File: config.mk
export PLATFORM = sky130hd
export DESIGN_NAME = ascr_device_flat
export DESIGN_NICKNAME = d
export VERILOG_FILES = /design/src/design/ascr_pkg.sv /design/src/design/ascr_if.sv /design/src/design/ascr_device.sv /design/src/flat_wrapper.sv
export SDC_FILE = /design/constraint.sdc
export NUM_CORES = 1
export LEC_CHECK = 0
export ABC_AREA = 1
export ABC_CLOCK_PERIOD_IN_PS = 1900
export BUFFER_PORTS_ARGS = -buffer_cell sky130_fd_sc_hd__clkbuf_2
export CAP_MARGIN = 20
export CORE_UTILIZATION = 55
export CTS_CLUSTER_DIAMETER = 200
export DETAILED_ROUTE_END_ITERATION = 8
export PLACE_DENSITY = 0.75
export SLEW_MARGIN = 20
export SYNTH_ARGS = -nofsm -noshare
export SYNTH_HDL_FRONTEND = slang
export SYNTH_SLANG_ARGS = --single-unit
File: constraint.sdc
create_clock -name hclk -period 1.9 [get_ports hclk]
set_input_delay 0.285 -clock hclk [delete_from_list [all_inputs] [get_ports hclk]]
set_output_delay 0.285 -clock hclk [all_outputs]
set_load 0.02 [all_outputs]
File: src/design/ascr_pkg.sv
// Package: register map, field positions and timing counts of the config port
package ascr_pkg;
    // ------------------------------------------------------------------
    // Serial word layout
    // ------------------------------------------------------------------
    localparam int WORD_BITS = 16;
    localparam int ADDR_BITS = 5;
    localparam int DATA_BITS = 11;
    localparam int CNT_BITS = 4;
    // ------------------------------------------------------------------
    // Register addresses on the serial port
    // ------------------------------------------------------------------
    localparam logic [4:0] REG_MAIN_CONTROL = 5'h00;
    localparam logic [4:0] REG_OUTPUT_CLOCK_PLACEMENT = 5'h04;
    localparam logic [4:0] REG_LANE_ORDERING = 5'h09;
    localparam logic [4:0] REG_FORMAT_AND_PATTERN = 5'h0A;
    localparam logic [4:0] REG_USER_PATTERN_LOW = 5'h0B;
    localparam logic [4:0] REG_TRIM_GAIN_AND_PATTERN_HIGH = 5'h0C;
    localparam logic [4:0] REG_DIFFERENTIAL_OUTPUT_SETUP = 5'h0E;
    localparam logic [4:0] REG_SINGLE_ENDED_DRIVE_SETUP = 5'h0F;
    localparam int NUM_REGS = 8;
    // ------------------------------------------------------------------
    // Field positions and masks
    // ------------------------------------------------------------------
    localparam int MC_STANDBY = 0;
    localparam int MC_CLK_PDN = 2;
    localparam int MC_SOFT_INIT = 4;
    localparam int MC_REF_SEL = 5;
    localparam int MC_OUT_STYLE = 8;
    localparam int MC_COARSE_GAIN = 9;
    localparam int MC_OBUF_PDN = 10;
    localparam int FP_PATTERN_LSB = 5;
    localparam int FP_NUM_FORMAT = 10;
    localparam logic [10:0] MASK_MAIN = 11'h735;
    localparam logic [10:0] MASK_CLKPOS = 11'h700;
    localparam logic [10:0] MASK_LANE = 11'h400;
    localparam logic [10:0] MASK_FMT = 11'h4E0;
    localparam logic [10:0] MASK_FULL = 11'h7FF;
    localparam logic [10:0] REG_RESET = 11'h000;
    // ------------------------------------------------------------------
    // Test pattern codes
    // ------------------------------------------------------------------
    localparam logic [2:0] PAT_NORMAL = 3'h0;
    localparam logic [2:0] PAT_ZEROS = 3'h1;
    localparam logic [2:0] PAT_ONES = 3'h2;
    localparam logic [2:0] PAT_TOGGLE = 3'h3;
    localparam logic [13:0] TOGGLE_A = 14'h2AAA;
    localparam logic [13:0] TOGGLE_B = 14'h1555;
    // ------------------------------------------------------------------
    // Timing, 100 MHz clock
    // ------------------------------------------------------------------
    localparam int CLK_PERIOD_NS = 10;
    localparam int RESET_PULSE_NS = 10;
    localparam int RESET_PULSE_CYC =
        (RESET_PULSE_NS + CLK_PERIOD_NS - 1) / CLK_PERIOD_NS + 1;
    localparam int WRITE_DELAY_NS = 25;
    localparam int WRITE_DELAY_CYC =
        (WRITE_DELAY_NS + CLK_PERIOD_NS - 1) / CLK_PERIOD_NS;
    localparam int POWER_ON_MS = 5;
    localparam int POWER_ON_CYC = POWER_ON_MS * 1000000 / CLK_PERIOD_NS;
    localparam int SHIFT_HALF_NS = 50;
    localparam int SHIFT_HALF_CYC = SHIFT_HALF_NS / CLK_PERIOD_NS;
    // ------------------------------------------------------------------
    // Host register map on AHB-Lite
    // ------------------------------------------------------------------
    localparam logic [7:0] HOST_CTRL = 8'h00;
    localparam logic [7:0] HOST_WORD = 8'h04;
    localparam logic [7:0] HOST_STATUS = 8'h08;
    localparam int HC_START = 0;
    localparam int HC_HW_RESET = 1;
    localparam int HC_PARALLEL = 2;
    localparam int HS_BUSY = 0;
    localparam int HS_RESET_DONE = 1;
    localparam int HS_WORDS_LSB = 8;
endpackage : ascr_pkg

File: src/design/ascr_if.sv
// Interface: three-wire serial configuration link plus reset pin
`timescale 1ns/100ps
interface ascr_if;
    logic reset_pin;
    logic serial_select_low;
    logic shift_clock;
    logic shift_data_line;
    modport device (
        input reset_pin,
        input serial_select_low,
        input shift_clock,
        input shift_data_line
    );
    modport host (
        output reset_pin,
        output serial_select_low,
        output shift_clock,
        output shift_data_line
    );
endinterface : ascr_if

File: src/design/ascr_device.sv
// Device end: serial shift register and configuration register bank
//
// Functional notes
// - High reset pulse over 10 ns loads defaults
// - Soft init bit loads defaults, then clears
// - Host holds reset low during soft init
// - Host waits 5 ms after power before reset
// - Host waits 25 ns after reset before select
// - Parallel control keeps reset pin high
// - Host writes zero to unassigned bits
// - One write updates all register fields together
// - Reg 00 holds obuf, gain, style, ref
// - Reg 00 soft init, clock pdn, standby
// - Reg 04 data position and clock edge
// - Reg 04 clock position in D8
// - Reg 0A number format select in D10
// - Word is five address, eleven data bits
// - Sample on falling edge, commit every 16th
// - Standby powers core; style picks DDR/parallel
// - Reg 0A pattern field selects output source
`timescale 1ns/100ps
module ascr_device (
    input wire logic hclk,
    input wire logic hresetn,
    ascr_if.device link,
    output logic standby,
    output logic clk_out_pdn,
    output logic ref_external,
    output logic ddr_outputs,
    output logic coarse_gain,
    output logic obuf_pdn,
    output logic data_pos_late,
    output logic clk_capture_fall,
    output logic clk_pos_delay,
    output logic lane_bytewise,
    output logic straight_binary,
    output logic [2:0] pattern_sel,
    output logic [13:0] pattern_word,
    output logic [10:0] user_pattern_lo,
    output logic [10:0] trim_gain_pattern_hi,
    output logic [10:0] diff_output_setup,
    output logic [10:0] se_drive_setup
);
    // ------------------------------------------------------------------
    // Pin edges and reset handling
    // ------------------------------------------------------------------
    logic clk_d;
    logic reset_d;
    logic sclk_fall;
    logic [ascr_pkg::CNT_BITS-1:0] bit_cnt;
    logic [ascr_pkg::WORD_BITS-2:0] shreg;
    logic [ascr_pkg::WORD_BITS-1:0] word;
    logic commit;
    logic init_all;
    logic soft_init;
    logic [10:0] r_main;
    logic [10:0] r_clkpos;
    logic [10:0] r_lane;
    logic [10:0] r_fmt;
    logic [10:0] r_plo;
    logic [10:0] r_phi;
    logic [10:0] r_diff;
    logic [10:0] r_se;
    logic toggle_ph;

    // Previous levels of shift clock and reset pin
    always_ff @(posedge hclk or negedge hresetn) begin
        if (!hresetn) begin
            clk_d <= 1'b0;
            reset_d <= 1'b0;
        end else begin
            clk_d <= link.shift_clock;
            reset_d <= link.reset_pin;
        end
    end

    assign sclk_fall = clk_d && !link.shift_clock;
    // Defaults load on the pin's falling edge so any pulse width counts
    assign init_all = (reset_d && !link.reset_pin) || soft_init;

    // ------------------------------------------------------------------
    // Serial shifter
    // ------------------------------------------------------------------
    // Bit count and shift; select high clears any partial word
    always_ff @(posedge hclk or negedge hresetn) begin
        if (!hresetn) begin
            bit_cnt <= '0;
            shreg <= '0;
        end else if (link.serial_select_low || link.reset_pin) begin
            bit_cnt <= '0;
        end else if (sclk_fall) begin
            shreg <= {shreg[ascr_pkg::WORD_BITS-3:0], link.shift_data_line};
            bit_cnt <= bit_cnt + 4'h1;
        end
    end

    assign commit = !link.serial_select_low && !link.reset_pin
        && sclk_fall && (bit_cnt == 4'hF);
    assign word = {shreg, link.shift_data_line};

    // ------------------------------------------------------------------
    // Register bank
    // ------------------------------------------------------------------
    // Whole-register writes; unmapped addresses fall through
    always_ff @(posedge hclk or negedge hresetn) begin
        if (!hresetn) begin
            r_main <= ascr_pkg::REG_RESET;
            r_clkpos <= ascr_pkg::REG_RESET;
            r_lane <= ascr_pkg::REG_RESET;
            r_fmt <= ascr_pkg::REG_RESET;
            r_plo <= ascr_pkg::REG_RESET;
            r_phi <= ascr_pkg::REG_RESET;
            r_diff <= ascr_pkg::REG_RESET;
            r_se <= ascr_pkg::REG_RESET;
        end else if (init_all) begin
            r_main <= ascr_pkg::REG_RESET;
            r_clkpos <= ascr_pkg::REG_RESET;
            r_lane <= ascr_pkg::REG_RESET;
            r_fmt <= ascr_pkg::REG_RESET;
            r_plo <= ascr_pkg::REG_RESET;
            r_phi <= ascr_pkg::REG_RESET;
            r_diff <= ascr_pkg::REG_RESET;
            r_se <= ascr_pkg::REG_RESET;
        end else if (commit) begin
            unique case (word[15:11])
                ascr_pkg::REG_MAIN_CONTROL:
                    r_main <= word[10:0] & ascr_pkg::MASK_MAIN;
                ascr_pkg::REG_OUTPUT_CLOCK_PLACEMENT:
                    r_clkpos <= word[10:0] & ascr_pkg::MASK_CLKPOS;
                ascr_pkg::REG_LANE_ORDERING:
                    r_lane <= word[10:0] & ascr_pkg::MASK_LANE;
                ascr_pkg::REG_FORMAT_AND_PATTERN:
                    r_fmt <= word[10:0] & ascr_pkg::MASK_FMT;
                ascr_pkg::REG_USER_PATTERN_LOW:
                    r_plo <= word[10:0];
                ascr_pkg::REG_TRIM_GAIN_AND_PATTERN_HIGH:
                    r_phi <= word[10:0];
                ascr_pkg::REG_DIFFERENTIAL_OUTPUT_SETUP:
                    r_diff <= word[10:0];
                ascr_pkg::REG_SINGLE_ENDED_DRIVE_SETUP:
                    r_se <= word[10:0];
                default: ;
            endcase
        end
    end

    // Soft init bit acts one cycle after its write, then reads zero
    assign soft_init = r_main[ascr_pkg::MC_SOFT_INIT];

    // ------------------------------------------------------------------
    // Decoded outputs
    // ------------------------------------------------------------------
    // Toggle pattern phase advances each clock
    always_ff @(posedge hclk or negedge hresetn) begin
        if (!hresetn) begin
            toggle_ph <= 1'b0;
        end else begin
            toggle_ph <= !toggle_ph;
        end
    end

    // Registered control outputs
    always_ff @(posedge hclk or negedge hresetn) begin
        if (!hresetn) begin
            standby <= 1'b0;
            clk_out_pdn <= 1'b0;
            ref_external <= 1'b0;
            ddr_outputs <= 1'b0;
            coarse_gain <= 1'b0;
            obuf_pdn <= 1'b0;
            data_pos_late <= 1'b0;
            clk_capture_fall <= 1'b0;
            clk_pos_delay <= 1'b0;
            lane_bytewise <= 1'b0;
            straight_binary <= 1'b0;
            pattern_sel <= 3'h0;
            pattern_word <= 14'h0000;
            user_pattern_lo <= 11'h000;
            trim_gain_pattern_hi <= 11'h000;
            diff_output_setup <= 11'h000;
            se_drive_setup <= 11'h000;
        end else begin
            standby <= r_main[ascr_pkg::MC_STANDBY];
            clk_out_pdn <= r_main[ascr_pkg::MC_CLK_PDN];
            ref_external <= r_main[ascr_pkg::MC_REF_SEL];
            ddr_outputs <= r_main[ascr_pkg::MC_OUT_STYLE];
            coarse_gain <= r_main[ascr_pkg::MC_COARSE_GAIN];
            obuf_pdn <= r_main[ascr_pkg::MC_OBUF_PDN];
            data_pos_late <= r_clkpos[10];
            clk_capture_fall <= r_clkpos[9];
            clk_pos_delay <= r_clkpos[8];
            lane_bytewise <= r_lane[10];
            straight_binary <= r_fmt[ascr_pkg::FP_NUM_FORMAT];
            pattern_sel <= r_fmt[7:5];
            unique case (r_fmt[7:5])
                ascr_pkg::PAT_ZEROS: pattern_word <= 14'h0000;
                ascr_pkg::PAT_ONES: pattern_word <= 14'h3FFF;
                ascr_pkg::PAT_TOGGLE: pattern_word <= toggle_ph ?
                    ascr_pkg::TOGGLE_B : ascr_pkg::TOGGLE_A;
                default: pattern_word <= 14'h0000;
            endcase
            user_pattern_lo <= r_plo;
            trim_gain_pattern_hi <= r_phi;
            diff_output_setup <= r_diff;
            se_drive_setup <= r_se;
        end
    end
endmodule : ascr_device

File: src/flat_wrapper.sv
// flat-port wrapper written by rule: the top's interface ports become plain ports
module ascr_device_flat 
  (hclk, hresetn, standby, clk_out_pdn, ref_external, ddr_outputs, coarse_gain, obuf_pdn, data_pos_late, clk_capture_fall, clk_pos_delay, lane_bytewise, straight_binary, pattern_sel, pattern_word, user_pattern_lo, trim_gain_pattern_hi, diff_output_setup, se_drive_setup, link_reset_pin, link_serial_select_low, link_shift_clock, link_shift_data_line);
  ascr_if link_i ();
  input wire logic hclk;
  input wire logic hresetn;
  output logic standby;
  output logic clk_out_pdn;
  output logic ref_external;
  output logic ddr_outputs;
  output logic coarse_gain;
  output logic obuf_pdn;
  output logic data_pos_late;
  output logic clk_capture_fall;
  output logic clk_pos_delay;
  output logic lane_bytewise;
  output logic straight_binary;
  output logic [2:0] pattern_sel;
  output logic [13:0] pattern_word;
  output logic [10:0] user_pattern_lo;
  output logic [10:0] trim_gain_pattern_hi;
  output logic [10:0] diff_output_setup;
  output logic [10:0] se_drive_setup;
  input wire logic [$bits(link_i.reset_pin)-1:0] link_reset_pin;
  input wire logic [$bits(link_i.serial_select_low)-1:0] link_serial_select_low;
  input wire logic [$bits(link_i.shift_clock)-1:0] link_shift_clock;
  input wire logic [$bits(link_i.shift_data_line)-1:0] link_shift_data_line;
  assign link_i.reset_pin = link_reset_pin;
  assign link_i.serial_select_low = link_serial_select_low;
  assign link_i.shift_clock = link_shift_clock;
  assign link_i.shift_data_line = link_shift_data_line;
  ascr_device u_core (.hclk(hclk), .hresetn(hresetn), .link(link_i), .standby(standby), .clk_out_pdn(clk_out_pdn), .ref_external(ref_external), .ddr_outputs(ddr_outputs), .coarse_gain(coarse_gain), .obuf_pdn(obuf_pdn), .data_pos_late(data_pos_late), .clk_capture_fall(clk_capture_fall), .clk_pos_delay(clk_pos_delay), .lane_bytewise(lane_bytewise), .straight_binary(straight_binary), .pattern_sel(pattern_sel), .pattern_word(pattern_word), .user_pattern_lo(user_pattern_lo), .trim_gain_pattern_hi(trim_gain_pattern_hi), .diff_output_setup(diff_output_setup), .se_drive_setup(se_drive_setup));
endmodule
==> out/results.ini <==
[die]
die_w_microns=98.5
rows=34
core_area_sq_um=8890
dieArea_sq_um=9710
die_h_microns=98.5
ioPinCount=78
start_util=0.577

[synth]
synth-seq-cells=141
async_flop_share=1.00
synthesis.area_sq_um=5130
ys_top_cells_by_area=dfrtp_1 (69%), nand3_1 (12%), nand2_1 (6.9%)
ys_top_cells_by_count=dfrtp_1 (141), nand3_1 (120), nand2_1 (94), inv_1 (21), buf_4 (20)
synth_enable_flop_cells=0
syn-num-nets=478
synth.avg_cell_area_sq_um=10.9
synthCells=471
synth_top_area_frac=0.688
synth_cell_types=21
yosysMostFrequentCell=dfrtp_1
synthFlopType=dfrtp_1
synth.yosys.warnings=0
synth_top_area_cell=dfrtp_1
yosysSeqAreaShare=0.688

[power]
combinationalPowerShare=0.068
seq_power_share=0.453
p_leak_uw=0.00340
ir_drop_mv=0.669
clkPwrFrac=0.479
intPower_uw=5340
p_sw_uw=1630
power_density_nw_per_um2=1130
netSwitchingFraction=0.234

[detailed_routing]
drtIter0Drc=311
dr.pass1.iters=9
route.detailed.drc=7
wirelength_microns=10300
post_drt_wl_per_cell_microns=15.5
routed_via_density=5.38
vias=3577
ant_nets=0

[sta]
maxSlewHeadroom=0.569
grt_setup_unrepaired=true
setup_slack_ps=57.1
drv_slew=0
final_hold_viol_count=0
final.setup_skew_ps=9.31
min_period_over_period=0.970
holdWs_ps=37.9
period_minus_slack_ps=1840
fmax_ghz=0.543
tightest_slew_ps=644
setup-violations-final=0

[setup_path]
cp-end-kind=flip-flop
path_cells=dlygate4sd3_1 -> clkbuf_2 -> nor2_4 -> nand2_2 -> nor2_4 -> nand2_1 -> nand3_1 -> nand2_1
crit_arrival_ps=2250
worst-setup-path-type=in -> reg
cp_max_fo=18
cpPeakStageDelay_ps=540
crit_buf_inv=2
worst_setup_path_start_kind=primary input
cp_top_family=simple AND/OR/NAND/NOR gates
startpoint=link_reset_pin
worstPathRequired_ps=2300
cpMaxStageDelayCell=dlygate4sd3_1
r2r_start=u_core.bit_cnt[0]

[finish]
diodes=0
area_growth_pct=20.4
fillers=591
seqCellArea_sq_um=3530
finalNetCount=552
fin_util=0.694
drive_gt1_frac=0.251
multi_input_area_sq_um=1270

[place]
io_buffer_count=77
post-place-ws_ps=138
place_hpwl_microns=6310
place.gp.congestion=0.865

[clock_network]
cts_tree=done
cts_buffer_depth=2
post-cts-setup-buffers=0
clock_latency_ps=520
path_clk_slew_ps=60
cts-buffers-inserted=17
clock_sinks=141
htree_levels=4
clockRootBuffer=clkbuf_8

[worst_hold_path]
hold_path.startpoint=link_serial_select_low
hold_path.class=in -> reg

[outcome]
status=complete, but fails checks
failed_checks=design-rule violations

[global_routing]
grt_overflow=0
grt_use_total=0.230
grt_antenna_before_repair=0
grt_pass1_vias=3316
grt_max_degree=58
grt_pass1_wl_microns=16600

[flow_run]
cap_violations=0

[state kept, by name (all words and copies together), names as in the netlist, 4 cells and up]
register / flops
u_core.bit_cnt: 4
u_core.diff_output_setup: 11
u_core.r_diff: 11
u_core.r_fmt: 4
u_core.r_main: 7
u_core.r_phi: 11
u_core.r_plo: 11
u_core.r_se: 11
u_core.se_drive_setup: 11
u_core.shreg: 15
u_core.trim_gain_pattern_hi: 11
u_core.user_pattern_lo: 11
[path summary, 6_finish.rpt]
path | end | slack (ps) | cells past startpoint
worst min-delay path | u_core.bit_cnt[2] | 40 | 4
worst min register to register | u_core.diff_output_setup[2] | 380 | 0
worst max register to register | u_core.r_phi[9] | 90 | 6
worst max-delay path | u_core.r_phi[9] | 60 | 8
max in group asynchronous | u_core.se_drive_setup[2] | 1010 | 3
min in group asynchronous | u_core.bit_cnt[3] | 260 | 2
[cell usage in the layout (no fill, tap or decap), types with 2 or more instances in the layout]
| cell | Yosys | final |
|---|---|---|
| dfrtp_1 | 141 | 141 |
| nand3_1 | 120 | 120 |
| nand2_1 | 94 | 93 |
| clkbuf_2 | 0 | 76 |
| inv_1 | 21 | 21 |
| clkbuf_16 | 0 | 16 |
| nor2_1 | 15 | 15 |
| o21ai_0 | 15 | 15 |
| buf_4 | 20 | 10 |
| nor2_2 | 9 | 9 |
| a21oi_1 | 5 | 5 |
| clkbuf_8 | 0 | 5 |
| nor2_4 | 4 | 4 |
| inv_2 | 4 | 4 |
| clkinvlp_4 | 0 | 4 |
| bufinv_16 | 0 | 3 |
| dlygate4sd3_1 | 0 | 3 |
| nand2_2 | 1 | 2 |
| buf_12 | 0 | 2 |
[cell type report]
type | instances | area share
flip-flops and latches | 141 | 0.572
well taps | 108 | 0.0219
inverters | 25 | 0.0152
clock inverters | 9 | 0.0217
clock buffers | 22 | 0.0766
multi-input cells | 268 | 0.206
repair buffers | 92 | 0.0869
[power groups by stage]
stage	clock network, uW	registers, uW	logic, uW
2_1_floorplan	0	3190	272
3_3_place_gp	0	3200	442
3_5_place_dp	0	3200	456
4_1_cts	3370	3150	468
5_1_grt	3520	3160	523
6_report	3340	3150	473
[what timing repair did]
| action | in CTS | in global routing |
|---|---|---|
| hold buffers | 3 | 0 |
| setup endpoints to repair | 0 | 9 |
| resized for setup | 0 | 1 |
| hold endpoints to repair | 51 | 0 |
[per-layer routing]
| layer | wire (microns) | global-route usage |
|---|---|---|
| met3 | 592 | 0.0610 |
| met5 | 0 | 0 |
| met2 | 4940 | 0.349 |
| met1 | 4530 | 0.317 |
| met4 | 225 | 0.0987 |
[per-stage QoR]
step / TNS [ps] / cell area, sq um / power, uW / std cells
6_report: 0 / 6170 / 6960 / 665
5_1_grt: -113 / 6170 / 7210 / 665
4_1_cts: 0 / 6170 / 6990 / 665
3_5_place_dp: 0 / 5530 / 3660 / 631
3_3_place_gp: 0 / 5530 / 3640 / 631
2_1_floorplan: 0 / 5130 / 3460 / 471
[logic make-up (layout without fill, tap and decap cells)]
family,Yosys count,in the layout,synth area share
fa+ha+maj,1,1,0.00244
compound gates,21,21,0.0227
xor+xnor,1,1,0.00171
simple gates,245,245,0.221
flops,141,141,0.688
buf+inv,62,148,0.0639
[tightest hold or removal path, delay by kind of cell]
kind	cells	cell delay, ps
simple gates	2	90
buf+inv	2	140
No activity file was read; power rests on OpenSTA's default activity.
